**config.mk**
```make
export PLATFORM = sky130hd
export DESIGN_NAME = hdlc_rx_status
export DESIGN_NICKNAME = d
export VERILOG_FILES = /design/src/hdlc_byte_skid.v /design/src/hdlc_rx_status.v
export VERILOG_INCLUDE_DIRS = /design/src
export SDC_FILE = /design/constraint.sdc
export NUM_CORES = 1
export LEC_CHECK = 0
export BUFFER_PORTS_ARGS = -buffer_cell sky130_fd_sc_hd__buf_4
export CORE_MARGIN = 4
export CORE_UTILIZATION = 50
export CTS_BUF_LIST = sky130_fd_sc_hd__clkbuf_8
export CTS_CLUSTER_DIAMETER = 60
export DETAILED_ROUTE_END_ITERATION = 10
export PLACE_DENSITY = 0.64
export SLEW_MARGIN = 10
export SYNTH_ARGS = -nofsm -noshare
export SYNTH_HDL_FRONTEND = slang
export SYNTH_HIERARCHICAL = 1
export SYNTH_SLANG_ARGS = --single-unit
export TNS_END_PERCENT = 20
```
**constraint.sdc**
```tcl
create_clock -name CLK_I -period 7.32 [get_ports CLK_I]
set_clock_uncertainty 0.2 [all_clocks]
set_input_delay 1.464 -clock CLK_I [delete_from_list [all_inputs] [get_ports CLK_I]]
set_output_delay 1.464 -clock CLK_I [all_outputs]
set_load 0.05 [all_outputs]
```
**src/hdlc_rx_map.vh**
```
// Register offsets, field positions, reset values and counts of the receive HDLC status block
`ifndef HDLC_RX_MAP_VH
`define HDLC_RX_MAP_VH

// Register offsets on the parallel control port
`define OFS_HDLC_STATUS_FLAGS 8'hb1
`define OFS_HDLC_IRQ_ENABLE_MASK 8'hb2
`define OFS_HDLC_RX_PACKET_INFO 8'hb3
`define OFS_HDLC_RX_FIFO_DATA 8'hb4

// Status flag and mask positions
`define BIT_RX_PACKET_END 6
`define BIT_RX_PACKET_START 5
`define BIT_RX_FIFO_HALF_FULL 4
`define BIT_RX_FIFO_NOT_EMPTY 3
`define BIT_TX_FIFO_HALF_EMPTY 2
`define BIT_TX_FIFO_NOT_FULL 1
`define BIT_TX_MESSAGE_DONE 0

// Receive information positions
`define BIT_RX_ABORT_SEEN 7
`define BIT_RX_FCS_ERROR 6
`define BIT_RX_FIFO_OVERRUN 5
`define BIT_RX_VALID_MESSAGE 4
`define BIT_RX_FIFO_EMPTY_LIVE 3
`define BIT_LAST_BYTE_OF_GOOD_PACKET 2
`define BIT_LAST_BYTE_OF_PACKET 1
`define BIT_FIRST_BYTE_OF_PACKET 0

// Reset values
`define RST_IRQ_ENABLE_MASK 7'h00
`define RST_READ_DATA 8'h00

// Counts
`define RX_FIFO_DEPTH 64
`define RX_FIFO_HALF 32
`define ABORT_ONES 7

`endif

```
**src/hdlc_byte_skid.v**
```verilog
// Two-entry valid/ready buffer in the received byte path
`default_nettype none

module hdlc_byte_skid #(
	parameter W = 11
) (
	// Clock and reset
	input wire clk_i,
	input wire arst_n_i,
	// Filling side
	input wire in_valid_i,
	output wire in_ready_o,
	input wire [W-1:0] in_data_i,
	// Draining side
	output wire out_valid_o,
	input wire out_ready_i,
	output wire [W-1:0] out_data_o
);

reg [W-1:0] slot0;
reg [W-1:0] slot1;
reg [1:0] count;
wire push;
wire pop;

// Ready while a slot is free; drain side stall fills both slots
assign in_ready_o = (count != 2'd2);
assign out_valid_o = (count != 2'd0);
assign out_data_o = slot0;
assign push = in_valid_i & in_ready_o;
assign pop = out_valid_o & out_ready_i;

// Slot 0 always holds the oldest word
always @(posedge clk_i or negedge arst_n_i) begin
	if (!arst_n_i) begin
		slot0 <= {W{1'b0}};
		slot1 <= {W{1'b0}};
		count <= 2'd0;
	end else begin
		if (pop) begin
			slot0 <= (count == 2'd2) ? slot1 : in_data_i;
			if (push && count == 2'd2)
				slot1 <= in_data_i;
		end else if (push) begin
			if (count == 2'd0)
				slot0 <= in_data_i;
			else
				slot1 <= in_data_i;
		end
		count <= count + {1'b0, push} - {1'b0, pop};
	end
end

endmodule // hdlc_byte_skid

`default_nettype wire

```
**src/hdlc_rx_status.v**
```verilog
// Receive HDLC status, interrupt mask and receive FIFO read port
`default_nettype none
`include "hdlc_rx_map.vh"

module hdlc_rx_status #(
	parameter DEPTH = `RX_FIFO_DEPTH,
	parameter HALF = `RX_FIFO_HALF,
	parameter AW = 6
) (
	// Clock and reset
	input wire CLK_I,
	input wire ARST_N_I,
	// Host register port, same clock
	input wire [7:0] ADDR_I,
	input wire WR_I,
	input wire RD_I,
	input wire [7:0] WDATA_I,
	output reg [7:0] RDATA_O,
	// Receive bit tap for abort detection
	input wire RX_BIT_I,
	input wire RX_BIT_STB_I,
	// Receive byte stream from the deframer
	input wire RX_BYTE_VLD_I,
	output wire RX_BYTE_RDY_O,
	input wire [7:0] RX_BYTE_I,
	input wire RX_FIRST_I,
	input wire RX_LAST_I,
	input wire RX_FCS_OK_I,
	// Transmit side status inputs
	input wire TX_HALF_EMPTY_I,
	input wire TX_NOT_FULL_I,
	input wire TX_MSG_DONE_I,
	// Masked status request
	output wire HDLC_IRQ_O
);

////////////////////////////////////////////////////////////////////////////////
// Declarations

localparam EW = 11;

reg [6:0] hdlc_irq_enable_mask;
reg rx_packet_end;
reg rx_packet_start;
reg tx_message_done;
reg rx_abort_seen;
reg rx_fcs_error;
reg rx_fifo_overrun;
reg rx_valid_message;
reg [2:0] ones_run;
reg pkt_bad;
reg [EW-1:0] mem [0:DEPTH-1];
reg [AW-1:0] wr_ptr;
reg [AW-1:0] rd_ptr;
reg [AW:0] fill;

wire skid_in_ready;
wire skid_out_valid;
wire [EW-1:0] skid_out_data;
wire [EW-1:0] skid_in_data;
wire fifo_full;
wire fifo_push;
wire fifo_pop;
wire [EW-1:0] head;
wire rx_fifo_empty_live;
wire rx_fifo_not_empty;
wire rx_fifo_half_full;
wire byte_taken;
wire overrun_now;
wire abort_now;
wire good_in;
wire rd_status;
wire rd_info;
wire rd_data;
wire wr_mask;
wire [6:0] hdlc_status_flags;
wire [7:0] hdlc_rx_packet_info;

////////////////////////////////////////////////////////////////////////////////
// Address decode

// Shared by the read and write strobes
function hit;
	input [7:0] addr;
	input [7:0] ofs;
	begin
		hit = (addr == ofs);
	end
endfunction

assign rd_status = RD_I & hit(ADDR_I, `OFS_HDLC_STATUS_FLAGS);
assign rd_info = RD_I & hit(ADDR_I, `OFS_HDLC_RX_PACKET_INFO);
assign rd_data = RD_I & hit(ADDR_I, `OFS_HDLC_RX_FIFO_DATA);
assign wr_mask = WR_I & hit(ADDR_I, `OFS_HDLC_IRQ_ENABLE_MASK);

////////////////////////////////////////////////////////////////////////////////
// Abort detection on the bit tap

// Saturating run of ones; pulse only on reaching the limit once per run
assign abort_now = RX_BIT_STB_I & RX_BIT_I & (ones_run == `ABORT_ONES - 1);

always @(posedge CLK_I or negedge ARST_N_I) begin
	if (!ARST_N_I) begin
		ones_run <= 3'd0;
	end else if (RX_BIT_STB_I) begin
		if (!RX_BIT_I)
			ones_run <= 3'd0;
		else if (ones_run != `ABORT_ONES)
			ones_run <= ones_run + 3'd1;
	end
end

////////////////////////////////////////////////////////////////////////////////
// Byte intake through the two-entry buffer

// A byte offered while the buffer is full is lost and flagged
assign byte_taken = RX_BYTE_VLD_I & skid_in_ready;
assign overrun_now = RX_BYTE_VLD_I & ~skid_in_ready;
assign RX_BYTE_RDY_O = skid_in_ready;

// Good closing byte: check passed, no abort or lost byte in the packet
assign good_in = RX_LAST_I & RX_FCS_OK_I & ~abort_now & (~pkt_bad | RX_FIRST_I);
assign skid_in_data = {good_in, RX_LAST_I, RX_FIRST_I, RX_BYTE_I};

// Packet damage tracker, reopened by every first byte
always @(posedge CLK_I or negedge ARST_N_I) begin
	if (!ARST_N_I) begin
		pkt_bad <= 1'b0;
	end else if (byte_taken && RX_LAST_I) begin
		pkt_bad <= 1'b0;
	end else if (byte_taken && RX_FIRST_I) begin
		pkt_bad <= abort_now;
	end else if (abort_now || overrun_now) begin
		pkt_bad <= 1'b1;
	end
end

hdlc_byte_skid #(
	.W(EW)
) u_skid (
	.clk_i(CLK_I),
	.arst_n_i(ARST_N_I),
	.in_valid_i(RX_BYTE_VLD_I),
	.in_ready_o(skid_in_ready),
	.in_data_i(skid_in_data),
	.out_valid_o(skid_out_valid),
	.out_ready_i(~fifo_full),
	.out_data_o(skid_out_data)
);

////////////////////////////////////////////////////////////////////////////////
// Receive FIFO, 64 entries of byte plus three tags

// Tags travel with the byte so the live bits follow the head entry
assign fifo_full = (fill == DEPTH);
assign fifo_push = skid_out_valid & ~fifo_full;
assign fifo_pop = rd_data & ~rx_fifo_empty_live;
assign head = mem[rd_ptr];
assign rx_fifo_empty_live = (fill == {(AW+1){1'b0}});
assign rx_fifo_not_empty = ~rx_fifo_empty_live;
assign rx_fifo_half_full = (fill > HALF);

// Storage has no reset; only pointers and the fill count need a defined value
always @(posedge CLK_I) begin
	if (fifo_push)
		mem[wr_ptr] <= skid_out_data;
end

always @(posedge CLK_I or negedge ARST_N_I) begin
	if (!ARST_N_I) begin
		wr_ptr <= {AW{1'b0}};
		rd_ptr <= {AW{1'b0}};
		fill <= {(AW+1){1'b0}};
	end else begin
		if (fifo_push)
			wr_ptr <= wr_ptr + {{(AW-1){1'b0}}, 1'b1};
		if (fifo_pop)
			rd_ptr <= rd_ptr + {{(AW-1){1'b0}}, 1'b1};
		fill <= fill + {{AW{1'b0}}, fifo_push} - {{AW{1'b0}}, fifo_pop};
	end
end

////////////////////////////////////////////////////////////////////////////////
// Mask register

always @(posedge CLK_I or negedge ARST_N_I) begin
	if (!ARST_N_I) begin
		hdlc_irq_enable_mask <= `RST_IRQ_ENABLE_MASK;
	end else if (wr_mask) begin
		hdlc_irq_enable_mask <= WDATA_I[6:0];
	end
end

////////////////////////////////////////////////////////////////////////////////
// Latched status flags

// A new event in the clearing read cycle wins, so nothing is lost
always @(posedge CLK_I or negedge ARST_N_I) begin
	if (!ARST_N_I) begin
		rx_packet_end <= 1'b0;
		rx_packet_start <= 1'b0;
		tx_message_done <= 1'b0;
	end else begin
		if (byte_taken && RX_LAST_I || overrun_now || abort_now)
			rx_packet_end <= 1'b1;
		else if (rd_status)
			rx_packet_end <= 1'b0;
		if (byte_taken && RX_FIRST_I)
			rx_packet_start <= 1'b1;
		else if (rd_status)
			rx_packet_start <= 1'b0;
		if (TX_MSG_DONE_I)
			tx_message_done <= 1'b1;
		else if (rd_status)
			tx_message_done <= 1'b0;
	end
end

// Receive information flags, cleared by reading that register
always @(posedge CLK_I or negedge ARST_N_I) begin
	if (!ARST_N_I) begin
		rx_abort_seen <= 1'b0;
		rx_fcs_error <= 1'b0;
		rx_fifo_overrun <= 1'b0;
		rx_valid_message <= 1'b0;
	end else begin
		if (abort_now)
			rx_abort_seen <= 1'b1;
		else if (rd_info)
			rx_abort_seen <= 1'b0;
		if (byte_taken && RX_LAST_I && !RX_FCS_OK_I)
			rx_fcs_error <= 1'b1;
		else if (rd_info)
			rx_fcs_error <= 1'b0;
		if (overrun_now)
			rx_fifo_overrun <= 1'b1;
		else if (rd_info)
			rx_fifo_overrun <= 1'b0;
		if (byte_taken && good_in)
			rx_valid_message <= 1'b1;
		else if (rd_info)
			rx_valid_message <= 1'b0;
	end
end

////////////////////////////////////////////////////////////////////////////////
// Read views and masked request

assign hdlc_status_flags = {
	rx_packet_end,
	rx_packet_start,
	rx_fifo_half_full,
	rx_fifo_not_empty,
	TX_HALF_EMPTY_I,
	TX_NOT_FULL_I,
	tx_message_done
};

// Head tags only count while a byte is actually presented
assign hdlc_rx_packet_info = {
	rx_abort_seen,
	rx_fcs_error,
	rx_fifo_overrun,
	rx_valid_message,
	rx_fifo_empty_live,
	head[10] & rx_fifo_not_empty,
	head[9] & rx_fifo_not_empty,
	head[8] & rx_fifo_not_empty
};

// A source reaches the request only if its mask bit is one
assign HDLC_IRQ_O = |(hdlc_status_flags & hdlc_irq_enable_mask);

// Read data registered one cycle after the strobe
always @(posedge CLK_I or negedge ARST_N_I) begin
	if (!ARST_N_I) begin
		RDATA_O <= `RST_READ_DATA;
	end else if (RD_I) begin
		if (hit(ADDR_I, `OFS_HDLC_STATUS_FLAGS))
			RDATA_O <= {1'b0, hdlc_status_flags};
		else if (hit(ADDR_I, `OFS_HDLC_IRQ_ENABLE_MASK))
			RDATA_O <= {1'b0, hdlc_irq_enable_mask};
		else if (hit(ADDR_I, `OFS_HDLC_RX_PACKET_INFO))
			RDATA_O <= hdlc_rx_packet_info;
		else if (hit(ADDR_I, `OFS_HDLC_RX_FIFO_DATA))
			RDATA_O <= rx_fifo_empty_live ? `RST_READ_DATA : head[7:0];
		else
			RDATA_O <= `RST_READ_DATA;
	end
end

endmodule // hdlc_rx_status

`default_nettype wire

```
* Word-level counts from Yosys, hierarchy flattened
Memory sizes are Yosys's and may differ from the RTL's. Index checks and enable logic that the tools add are counted.
Storage, ports and cells: flip-flop bits (word level) 69, bits in writable memories 704, input port bits 37, output and inout port bits 10, logic and storage cells 116, memories kept 1
Memories:
- mem | words 64, width 11, rd ports 1, clocked after Yosys merged registers in 0, write ports 1, RTL line hdlc_rx_status.v:52 | reg [EW-1:0] mem [0:DEPTH-1];
Cells by class: add/sub/neg operators 7, order comparisons 1, equality and inequality tests 12, multiplexer cells 29, bitwise operators 23, reductions and logical operators 26
Operator list (number):
- two-way mux 11 bit | 8
- two-way mux 8 bit | 5
- == test 8 bit, second input constant | 4
- nonzero test 2 bit | 10
- bitwise AND 1 bit | 16
- two-way mux 1 bit | 14
- adder 6 x 1 -> 6 bit, second input constant | 2
- adder 7 x 1 -> 7 bit | 1
- bitwise AND 7 bit | 1
- == test 7 bit, second input constant | 1
- > comparator 7 x 6 -> 1 bit, second input constant | 1
- zero test 7 bit | 1
- OR reduction 7 bit | 1
- subtractor 7 x 1 -> 7 bit | 1
- two-way mux 3 bit | 2
- logical AND 1 bit | 5
- inverter 1 bit | 5
- != test 2 x 1 -> 1 bit, second input constant | 2
- != test 2 bit, second input constant | 2
- AND reduction 2 bit | 2
- adder 3 x 1 -> 3 bit, second input constant | 1
- == test 3 bit, second input constant | 1
- logical OR 1 bit | 3
- != test 3 bit, second input constant | 1
- other kinds (8) | 8

* Logic depth before layout (Yosys ltp)
Gate-level depths: netlist of run 1.
depth after elaboration 8, depth in mapped cells 17, mapped depth without buffers 17

* By module
The synthesis of run 1 kept the hierarchy.
Modules (own cells, without submodules):
- hdlc_rx_status | times used 1, cells an instance 1399, area each 29587.1 um2, sequential area each 22266.4 um2
- hdlc_byte_skid | times used 1, cells an instance 107, area each 1253.7 um2, sequential area each 600.6 um2

* Worst setup path before layout of run 1
No wires, ideal clock.
path kind input to register, start input port ADDR_I[6], end register fill[6], library setup time 0.125 ns, arrival time 4.291 ns, data required time 6.995 ns, slack 2.704 ns, stages 15, buffers on the path 0, path through nand4b_1 -> nor4_1 -> nand2_1 -> nor2_2 -> ha_1 -> inv_1 -> ha_1 -> inv_1 -> fa_1 -> nand2b_1 -> a21oi_1 -> o21ai_0 -> a21oi_1 -> nor2_1 -> xor2_1
Between the ends: longest elaborated chain between the ends 4
RTL lines:
- start: declaration | RTL line hdlc_rx_status.v:14 | input wire [7:0] ADDR_I,
- == test 8 bit | RTL line hdlc_rx_status.v:87 | hit = (addr == ofs);
- bitwise AND 1 bit | RTL line hdlc_rx_status.v:93 | assign rd_data = RD_I & hit(ADDR_I, `OFS_HDLC_RX_FIFO_DATA);
- bitwise AND 1 bit | RTL line hdlc_rx_status.v:157 | assign fifo_pop = rd_data & ~rx_fifo_empty_live;
- via fifo_pop | RTL line hdlc_rx_status.v:63 | wire fifo_pop;
- subtractor 7 x 1 -> 7 bit | RTL line hdlc_rx_status.v:179 | fill <= fill + {{AW{1'b0}}, fifo_push} - {{AW{1'b0}}, fifo_pop};
- end signal: assignment | RTL line hdlc_rx_status.v:173 | fill <= {(AW+1){1'b0}};
- end signal: assignment | RTL line hdlc_rx_status.v:179
- end: declaration | RTL line hdlc_rx_status.v:55 | reg [AW:0] fill;
The timed path passes the listed nets, and every way through them passes these cells. A chain may end at the register's enable or synchronous reset.

* Worst setup path in the final report of run 1
Same ends and word-level chain as after synthesis.

==> impl_metrics.prom, run 1 <==
# TYPE chip_impl_metric gauge
chip_impl_metric{name="synth-edff-count",unit=""} 704
chip_impl_metric{name="total_number_of_h_tree_levels",unit=""} 3
chip_impl_metric{name="clock_insertion_delay_worst_skew",unit="ns"} 0.72
chip_impl_info{name="hp-class",value="reg -> reg"} 1
chip_impl_metric{name="numCtsBuffers",unit=""} 120
chip_impl_metric{name="drc",unit=""} 0
chip_impl_metric{name="power_frac_clock",unit="%"} 29.7
chip_impl_metric{name="worstPathMaxFanout",unit=""} 9
chip_impl_metric{name="clk_pin_slew_worst_paths",unit="ns"} 0.06
chip_impl_info{name="setup.worst_path.end_class",value="flip-flop"} 1
chip_impl_metric{name="tns",unit="ns"} 0
chip_impl_metric{name="floorplan.initialDensity",unit="%"} 50.81
chip_impl_metric{name="seq_area",unit="sq mm"} 0.02290
chip_impl_metric{name="num_io_pins",unit=""} 47
chip_impl_metric{name="max_slew.worst_pin.slew",unit="ns"} 1.280
chip_impl_metric{name="area_delta_synth_final",unit="%"} 11.69
chip_impl_metric{name="syn_area",unit="sq mm"} 0.03084
chip_impl_metric{name="synthDistinctLibCells",unit=""} 65
chip_impl_info{name="postSynth.topFlopCell",value="sky130_fd_sc_hd__edfxtp_1"} 1
chip_impl_metric{name="post_synth.cell_area_avg",unit="sq um"} 20.48
chip_impl_metric{name="post-route-cell-area",unit="sq mm"} 0.03445
chip_impl_metric{name="synth-seq-cells",unit=""} 773
chip_impl_metric{name="reg2reg_depth",unit=""} 8
chip_impl_info{name="commonest_non_fill_non_tap_cells_in_the_layout",value="704 x sky130_fd_sc_hd__edfxtp_1, 203 x sky130_fd_sc_hd__mux4_2, 130 x sky130_fd_sc_hd__clkbuf_8"} 1
chip_impl_metric{name="power.density",unit="mW/mm^2"} 325.8
chip_impl_metric{name="share_seq_of_total_power",unit="%"} 55.7
chip_impl_metric{name="sequential_to_total_area_share_from_yosys_stat",unit="%"} 74.14
chip_impl_metric{name="p_leak",unit="nW"} 11.39
chip_impl_info{name="crit_path_start_kind",value="input pin"} 1
chip_impl_metric{name="vdd_ir_drop_max",unit="uV"} 186.2
chip_impl_metric{name="synthesis.instances",unit=""} 1506
chip_impl_metric{name="die_height",unit="um"} 256.4
chip_impl_metric{name="postCtsResizedCells",unit=""} 0
chip_impl_metric{name="first_global_vias",unit=""} 15770
chip_impl_metric{name="timing.critical_path.arrival",unit="ns"} 5.24
chip_impl_info{name="rsz0062_at_grt",value="false"} 1
chip_impl_metric{name="worstHoldPathCells",unit=""} 2
chip_impl_metric{name="cts_num_sinks",unit=""} 773
chip_impl_metric{name="globalplace.congestion",unit=""} 0.8429
chip_impl_metric{name="die_footprint",unit="sq mm"} 0.06572
chip_impl_metric{name="cts_setup_buffers",unit=""} 0
chip_impl_metric{name="num-fill-cells",unit=""} 4596
chip_impl_info{name="outcome",value="finished, final reports clean"} 1
chip_impl_metric{name="num_rows",unit=""} 90
chip_impl_metric{name="grt_antenna_before_repair",unit=""} 1
chip_impl_metric{name="grt_pass1_wl",unit="um"} 102300
chip_impl_metric{name="globalRouteTotalUtil",unit="%"} 20.83
chip_impl_metric{name="share_of_synthesized_registers_carrying_an_async_set_or_reset",unit="%"} 8.926
chip_impl_metric{name="timing_hold_violations_final",unit=""} 0
chip_impl_metric{name="wl_per_cell",unit="um"} 26.82
chip_impl_metric{name="dpl-instance-area",unit="sq mm"} 0.03220
chip_impl_metric{name="final_max_slew_viol_count",unit=""} 0
chip_impl_metric{name="setup_viol",unit=""} 0
chip_impl_metric{name="syn_nets",unit=""} 1561
chip_impl_info{name="final_common_cell",value="sky130_fd_sc_hd__edfxtp_1"} 1
chip_impl_metric{name="nets",unit=""} 1704
chip_impl_info{name="clock_root_cell",value="sky130_fd_sc_hd__clkbuf_8"} 1
chip_impl_metric{name="cap_viol_max_count",unit=""} 0
chip_impl_metric{name="synthesis.yosys.warnings",unit=""} 6
chip_impl_info{name="cts_tree",value="done"} 1
chip_impl_metric{name="timing.fmax",unit="MHz"} 205.8
chip_impl_metric{name="iter_0_drt_violations",unit=""} 1383
chip_impl_metric{name="hold_ws",unit="ns"} 0.2863
chip_impl_metric{name="core_area",unit="sq mm"} 0.06070
chip_impl_metric{name="drt-vias-per-instance",unit=""} 6.012
chip_impl_metric{name="antenna_violating_nets_post_route",unit=""} 0
chip_impl_metric{name="combPwrFrac",unit="%"} 14.6
chip_impl_metric{name="grt_start_max_net_pins",unit=""} 103
chip_impl_metric{name="overflow",unit=""} 0
chip_impl_metric{name="port-buffer-count",unit=""} 45
chip_impl_metric{name="dpl.hpwl",unit="um"} 39340
chip_impl_metric{name="die_x",unit="um"} 256.4
chip_impl_metric{name="switchingPower",unit="mW"} 3.169
chip_impl_metric{name="postRouteWirelength",unit="um"} 67940
chip_impl_metric{name="timing.critical_path.required",unit="ns"} 7.70
chip_impl_metric{name="route.vias.total",unit=""} 15230
chip_impl_metric{name="sw_frac_of_total",unit="%"} 28.24
chip_impl_metric{name="drtPass1Iterations",unit=""} 5
chip_impl_metric{name="max_slew_margin",unit="%"} 14.68
chip_impl_info{name="worst-setup-path-type",value="in -> reg"} 1
chip_impl_metric{name="layout_worst_path_cycle_share",unit="%"} 66.39
chip_impl_metric{name="internal_power",unit="mW"} 8.053
chip_impl_metric{name="drive_above_1_share",unit="%"} 28.57
chip_impl_metric{name="hold_fix_buffer_count_after_cts",unit=""} 0
chip_impl_metric{name="layout_min_cycle_time",unit="ns"} 4.860
chip_impl_metric{name="multiInputGateArea",unit="sq mm"} 0.007422
chip_impl_metric{name="cts_buffer_depth",unit=""} 3
[synth_stat cells (all sizes together), types with 4 or more instances]
master / n / area [sq um]
buf: 59 / 351.6
clkbuf: 19 / 71.32
and4: 4 / 35.03
o211ai: 12 / 90.09
o221a: 11 / 123.9
a31oi: 10 / 62.56
nand2b: 12 / 75.07
nor3b: 7 / 52.55
dfrtp: 69 / 1727
nor3: 4 / 20.02
mux2i: 32 / 320.3
nand3: 14 / 70.07
o21ai: 14 / 70.07
mux4: 203 / 4572
ha: 17 / 212.7
nand3b: 9 / 67.56
nand4: 12 / 75.07
nor4: 6 / 37.54
edfxtp: 704 / 21140
a22oi: 9 / 67.56
a21oi: 22 / 110.1
or3: 4 / 25.02
mux2: 26 / 296.5
nor2b: 5 / 31.28
inv: 34 / 127.6
o32a: 4 / 40.04
xor2: 4 / 35.03
nand2: 42 / 157.7
xnor2: 11 / 96.34
o22ai: 6 / 37.54
nor2: 81 / 306.6
[routing by layer]
metal	global-route usage, %	wire length [um]
met5	0	0
met2	31.50	31770
met3	4.529	4486
met1	30.59	29850
met4	7.146	1836
[layout make-up]
type | count | area share [%]
Clock inverter | 93 | 1.290
Inverter | 35 | 0.3814
Antenna cell | 1 | 0.007265
Multi-Input combinational cell | 620 | 21.55
Clock buffer | 130 | 5.194
Tap cell | 782 | 2.841
Timing Repair Buffer | 99 | 2.267
Sequential cell | 773 | 66.47
[cells by family (layout without fill, tap and decap cells)]
family	count (synthesis)	after routing	share of synthesized area [%]
flops	773	773	74.15
mux	261	261	16.82
simple gates	214	214	3.432
buf+inv	113	357	1.797
compound gates	112	112	2.621
fa+ha+maj	18	18	0.7546
xor+xnor	15	15	0.4260
other cells	0	1	0
[critical path, cell delays in order]
cell	delay [ns]
sky130_fd_sc_hd__buf_4	0.10
sky130_fd_sc_hd__nand4b_1	0.26
sky130_fd_sc_hd__nor4_1	0.88
sky130_fd_sc_hd__nand2_1	0.32
sky130_fd_sc_hd__nor2_2	0.40
sky130_fd_sc_hd__ha_1	0.31
sky130_fd_sc_hd__inv_1	0.05
sky130_fd_sc_hd__ha_1	0.16
sky130_fd_sc_hd__inv_1	0.06
sky130_fd_sc_hd__fa_1	0.42
sky130_fd_sc_hd__nand2b_1	0.16
sky130_fd_sc_hd__a21oi_1	0.18
sky130_fd_sc_hd__o21ai_0	0.10
sky130_fd_sc_hd__a21oi_1	0.16
sky130_fd_sc_hd__nor2_1	0.07
sky130_fd_sc_hd__xor2_1	0.14
[final timing paths]
kind                                          start  slack, ns                                   to
hold reg to reg            rx_fcs_error$_DFFE_PN0P_       0.29             rx_fcs_error$_DFFE_PN0P_
setup reg to reg                  fill[4]$_DFF_PN0_       3.01                 mem[46][4]$_DFFE_PP_
setup / recovery                          ADDR_I[6]       2.46                    fill[6]$_DFF_PN0_
hold / removal             rx_fcs_error$_DFFE_PN0P_       0.29             rx_fcs_error$_DFFE_PN0P_
max in group asynchronous                  ARST_N_I       5.57                rd_ptr[2]$_DFFE_PN0P_
min in group asynchronous                  ARST_N_I       0.69  hdlc_irq_enable_mask[6]$_DFFE_PN0P_
[sequential cells by signal (all words and copies together), names as in the netlist]
register / flops
tx_message_done: 1
rx_fcs_error: 1
u_skid/out_data_o: 11
RDATA_O: 8
fill: 7
pkt_bad: 1
ones_run: 3
u_skid/slot1: 11
mem: 704
rd_ptr: 6
rx_valid_message: 1
rx_packet_end: 1
u_skid/count: 2
rx_abort_seen: 1
rx_fifo_overrun: 1
hdlc_irq_enable_mask: 7
wr_ptr: 6
rx_packet_start: 1
[metrics by stage]
stage	total power [mW]	util, %	setup WS (ns)	cells
floorplan	7.200	-	2.704	1506
global route	11.73	56.75	2.308	2533
finish	11.22	56.75	2.460	2533
detailed placement	8.007	53.06	1.876	2309
global placement	7.906	53.06	1.974	2309
CTS	11.33	56.73	2.636	2532
[power groups by stage]
stage	clock network, mW	logic [mW]	registers (mW)
2_1_floorplan	0	0.945	6.25
3_5_place_dp	0	1.66	6.34
6_report	3.34	1.64	6.25
4_1_cts	3.42	1.67	6.25
5_1_grt	3.63	1.79	6.30
3_3_place_gp	0	1.61	6.29
No activity file was read; power rests on OpenSTA's default activity.
==> run 2: changes to the inputs <==
--- a/config.mk
+++ b/config.mk
@@ -12,7 +12,7 @@
 export CTS_BUF_LIST = sky130_fd_sc_hd__clkbuf_8
 export CTS_CLUSTER_DIAMETER = 60
 export DETAILED_ROUTE_END_ITERATION = 10
-export PLACE_DENSITY = 0.64
+export PLACE_DENSITY = 0.66
 export SLEW_MARGIN = 10
 export SYNTH_ARGS = -nofsm -noshare
 export SYNTH_HDL_FRONTEND = slang
==> constraint.sdc (replaced) <==
create_clock -name CLK_I -period 4.1 [get_ports CLK_I]
set_clock_uncertainty 0.2 [all_clocks]
set_input_delay 0.82 -clock CLK_I [delete_from_list [all_inputs] [get_ports CLK_I]]
set_output_delay 0.82 -clock CLK_I [all_outputs]
set_load 0.05 [all_outputs]
==> impl_metrics.prom, run 2 (synthesis results as in run 1) <==
# TYPE chip_impl_metric gauge
chip_impl_info{name="outcome",value="finished, final reports clean"} 1
chip_impl_metric{name="cts_setup_buffers",unit=""} 0
chip_impl_info{name="clock_root_cell",value="sky130_fd_sc_hd__clkbuf_8"} 1
chip_impl_metric{name="overflow",unit=""} 0
chip_impl_metric{name="drc",unit=""} 0
chip_impl_metric{name="first_global_vias",unit=""} 15860
chip_impl_metric{name="num_io_pins",unit=""} 47
chip_impl_metric{name="largest_register_ffs",unit=""} 704
chip_impl_info{name="critical-path-top-delay-family",value="simple AND/OR/NAND/NOR gates"} 1
chip_impl_metric{name="postCtsResizedCells",unit=""} 0
chip_impl_metric{name="combPwrFrac",unit="%"} 14.9
chip_impl_metric{name="nets",unit=""} 1756
chip_impl_metric{name="floorplan.initialDensity",unit="%"} 50.81
chip_impl_metric{name="grt_antenna_before_repair",unit=""} 2
chip_impl_metric{name="hold_fix_buffer_count_after_cts",unit=""} 1
chip_impl_metric{name="numPlacedInstances",unit=""} 2360
chip_impl_metric{name="utilization",unit="%"} 57.28
chip_impl_metric{name="final_max_slew_viol_count",unit=""} 0
chip_impl_metric{name="timing.critical_path.arrival",unit="ns"} 2.74
chip_impl_metric{name="hold_ws",unit="ns"} 0.09131
chip_impl_metric{name="core_area",unit="sq mm"} 0.06070
chip_impl_metric{name="worstSetupPathDepth",unit=""} 7
chip_impl_metric{name="num_rows",unit=""} 90
chip_impl_metric{name="drtPass1Iterations",unit=""} 7
chip_impl_metric{name="reg2reg_depth",unit=""} 17
chip_impl_metric{name="max_slew.worst_pin.slew",unit="ns"} 1.246
chip_impl_info{name="hp-class",value="in -> reg"} 1
chip_impl_metric{name="p_leak",unit="nW"} 11.61
chip_impl_metric{name="post-route-cell-area",unit="sq mm"} 0.03476
chip_impl_metric{name="clk_pin_slew_worst_paths",unit="ns"} 0.06
chip_impl_metric{name="fin_cells",unit=""} 2576
chip_impl_metric{name="internal_power",unit="mW"} 14.24
chip_impl_metric{name="tns",unit="ns"} 0
chip_impl_metric{name="globalplace.congestion",unit=""} 0.8197
chip_impl_info{name="regMostFlops",value="mem"} 1
chip_impl_metric{name="max_slew_margin",unit="%"} 16.94
chip_impl_metric{name="drive_above_1_share",unit="%"} 30.08
chip_impl_metric{name="dpl-instance-area",unit="sq mm"} 0.03262
chip_impl_metric{name="worstPathBufferInverterCount",unit=""} 2
chip_impl_metric{name="dpl.hpwl",unit="um"} 41530
chip_impl_info{name="crit_path_cell_trace",value="inv_1 > ha_1 > nor4b_1 > nand2_1 > a22oi_1 > nand3_1 > buf_4"} 1
chip_impl_metric{name="total_number_of_h_tree_levels",unit=""} 3
chip_impl_metric{name="cts_num_sinks",unit=""} 773
chip_impl_metric{name="fin_ws",unit="ns"} 0.3446
chip_impl_info{name="setup.worst_path.end_class",value="primary output"} 1
chip_impl_info{name="final_common_cell",value="sky130_fd_sc_hd__edfxtp_1"} 1
chip_impl_metric{name="drt-vias-per-instance",unit=""} 5.971
chip_impl_info{name="crit_path_start_kind",value="flip-flop"} 1
chip_impl_metric{name="cts_buffer_depth",unit=""} 3
chip_impl_metric{name="share_seq_of_total_power",unit="%"} 56.6
chip_impl_metric{name="timing_hold_violations_final",unit=""} 0
chip_impl_metric{name="place_ws",unit="ns"} 0.01413
chip_impl_metric{name="setup_viol",unit=""} 0
chip_impl_metric{name="worstHoldPathCells",unit=""} 2
chip_impl_metric{name="postRouteWirelength",unit="um"} 68550
chip_impl_metric{name="worstPathMaxFanout",unit=""} 9
chip_impl_info{name="critical-path-slowest-cell",value="sky130_fd_sc_hd__nor4b_1"} 1
chip_impl_metric{name="power.density",unit="mW/mm^2"} 572.5
chip_impl_metric{name="grt_pass1_wl",unit="um"} 102700
chip_impl_metric{name="clock_insertion_delay_worst_skew",unit="ns"} 0.72
chip_impl_metric{name="max_stage_delay",unit="ns"} 0.44
chip_impl_metric{name="sw_frac_of_total",unit="%"} 28.43
chip_impl_metric{name="layout_worst_path_cycle_share",unit="%"} 91.60
chip_impl_metric{name="grt_start_max_net_pins",unit=""} 70
chip_impl_metric{name="port-buffer-count",unit=""} 45
chip_impl_metric{name="cap_viol_max_count",unit=""} 0
chip_impl_info{name="commonest_non_fill_non_tap_cells_in_the_layout",value="704 x sky130_fd_sc_hd__edfxtp_1, 203 x sky130_fd_sc_hd__mux4_2, 144 x sky130_fd_sc_hd__buf_4"} 1
chip_impl_metric{name="die_footprint",unit="sq mm"} 0.06572
chip_impl_metric{name="p_total",unit="mW"} 19.90
chip_impl_metric{name="layout_min_cycle_time",unit="ns"} 3.755
chip_impl_metric{name="die_height",unit="um"} 256.4
chip_impl_info{name="rsz0062_at_grt",value="false"} 1
chip_impl_metric{name="die_x",unit="um"} 256.4
chip_impl_metric{name="area_delta_synth_final",unit="%"} 12.72
chip_impl_metric{name="globalRouteTotalUtil",unit="%"} 21.04
chip_impl_metric{name="iter_0_drt_violations",unit=""} 1529
chip_impl_metric{name="vdd_ir_drop_max",unit="uV"} 271.6
chip_impl_metric{name="route.vias.total",unit=""} 15380
chip_impl_metric{name="timing.critical_path.required",unit="ns"} 3.08
chip_impl_info{name="cts_tree",value="done"} 1
chip_impl_info{name="worst-setup-path-type",value="reg -> out"} 1
chip_impl_metric{name="numCtsBuffers",unit=""} 119
chip_impl_metric{name="timing.fmax",unit="MHz"} 266.3
chip_impl_metric{name="switchingPower",unit="mW"} 5.658
chip_impl_metric{name="antenna_violating_nets_post_route",unit=""} 0
chip_impl_metric{name="power_frac_clock",unit="%"} 28.5
chip_impl_metric{name="wl_per_cell",unit="um"} 26.61
run 2: cell count changes in the layout (fill, tap and decap cells not counted), sizes merged, moves of 3 or more:
cell,change
clkbuf,-6
clkinv,-11
inv,+3
buf,+52
clkinvlp,+4
run 2: path summary, 6_finish.rpt:
path                                          start  slack (ns)                                   to
setup / recovery                  fill[2]$_DFF_PN0_        0.34                           HDLC_IRQ_O
hold / removal                        TX_MSG_DONE_I        0.09          tx_message_done$_DFFE_PN0P_
setup reg to reg                  fill[2]$_DFF_PN0_        0.37                    fill[6]$_DFF_PN0_
hold reg to reg            rx_fcs_error$_DFFE_PN0P_        0.28             rx_fcs_error$_DFFE_PN0P_
max in group asynchronous                  ARST_N_I        2.42     u_skid/out_data_o[7]$_DFFE_PN0P_
min in group asynchronous                  ARST_N_I        0.57  hdlc_irq_enable_mask[6]$_DFFE_PN0P_
run 2: worst register-to-register path, stage by stage (launching register included):
cell                       delay [ns]
sky130_fd_sc_hd__dfrtp_1         0.39
sky130_fd_sc_hd__inv_1           0.08
sky130_fd_sc_hd__ha_1            0.17
sky130_fd_sc_hd__nor4b_1         0.44
sky130_fd_sc_hd__nand2_1         0.33
sky130_fd_sc_hd__nand2_1         0.18
sky130_fd_sc_hd__nor2_2          0.06
sky130_fd_sc_hd__ha_1            0.27
sky130_fd_sc_hd__inv_1           0.06
sky130_fd_sc_hd__ha_1            0.15
sky130_fd_sc_hd__inv_1           0.06
sky130_fd_sc_hd__fa_1            0.41
sky130_fd_sc_hd__nand2b_1        0.16
sky130_fd_sc_hd__a21oi_1         0.19
sky130_fd_sc_hd__o21ai_0         0.11
sky130_fd_sc_hd__a21oi_1         0.15
sky130_fd_sc_hd__nor2_1          0.06
sky130_fd_sc_hd__xor2_1          0.14
run 2: area by class of cell:
cell class | instances | area [sq um]
multi-input cells | 620 | 7420
clock buffers | 124 | 1707
flip-flops and latches | 773 | 22890
fillers | 4469 | 25930
repair buffers | 152 | 1231
inverters | 35 | 131.4
diodes | 2 | 5.005
well taps | 782 | 978.4
clock inverters | 88 | 397.9
run 2: metal layers:
layer	track usage, %	vias up	share of wire [%]
met5	0	-	0.019
met4	6.887	2	2.4
met3	4.312	95	7.3
met2	33.36	588	48
met1	29.82	8090	42
li1	-	6607	-
run 2: power groups by stage:
| stage | clock, mW | sequential (mW) | combinational [mW] |
|---|---|---|---|
| 2_1_floorplan | 0 | 11.2 | 1.69 |
| 3_3_place_gp | 0 | 11.4 | 2.81 |
| 3_5_place_dp | 0 | 11.5 | 2.91 |
| 4_1_cts | 5.82 | 11.3 | 2.92 |
| 5_1_grt | 6.21 | 11.4 | 3.22 |
| 6_report | 5.67 | 11.3 | 2.97 |
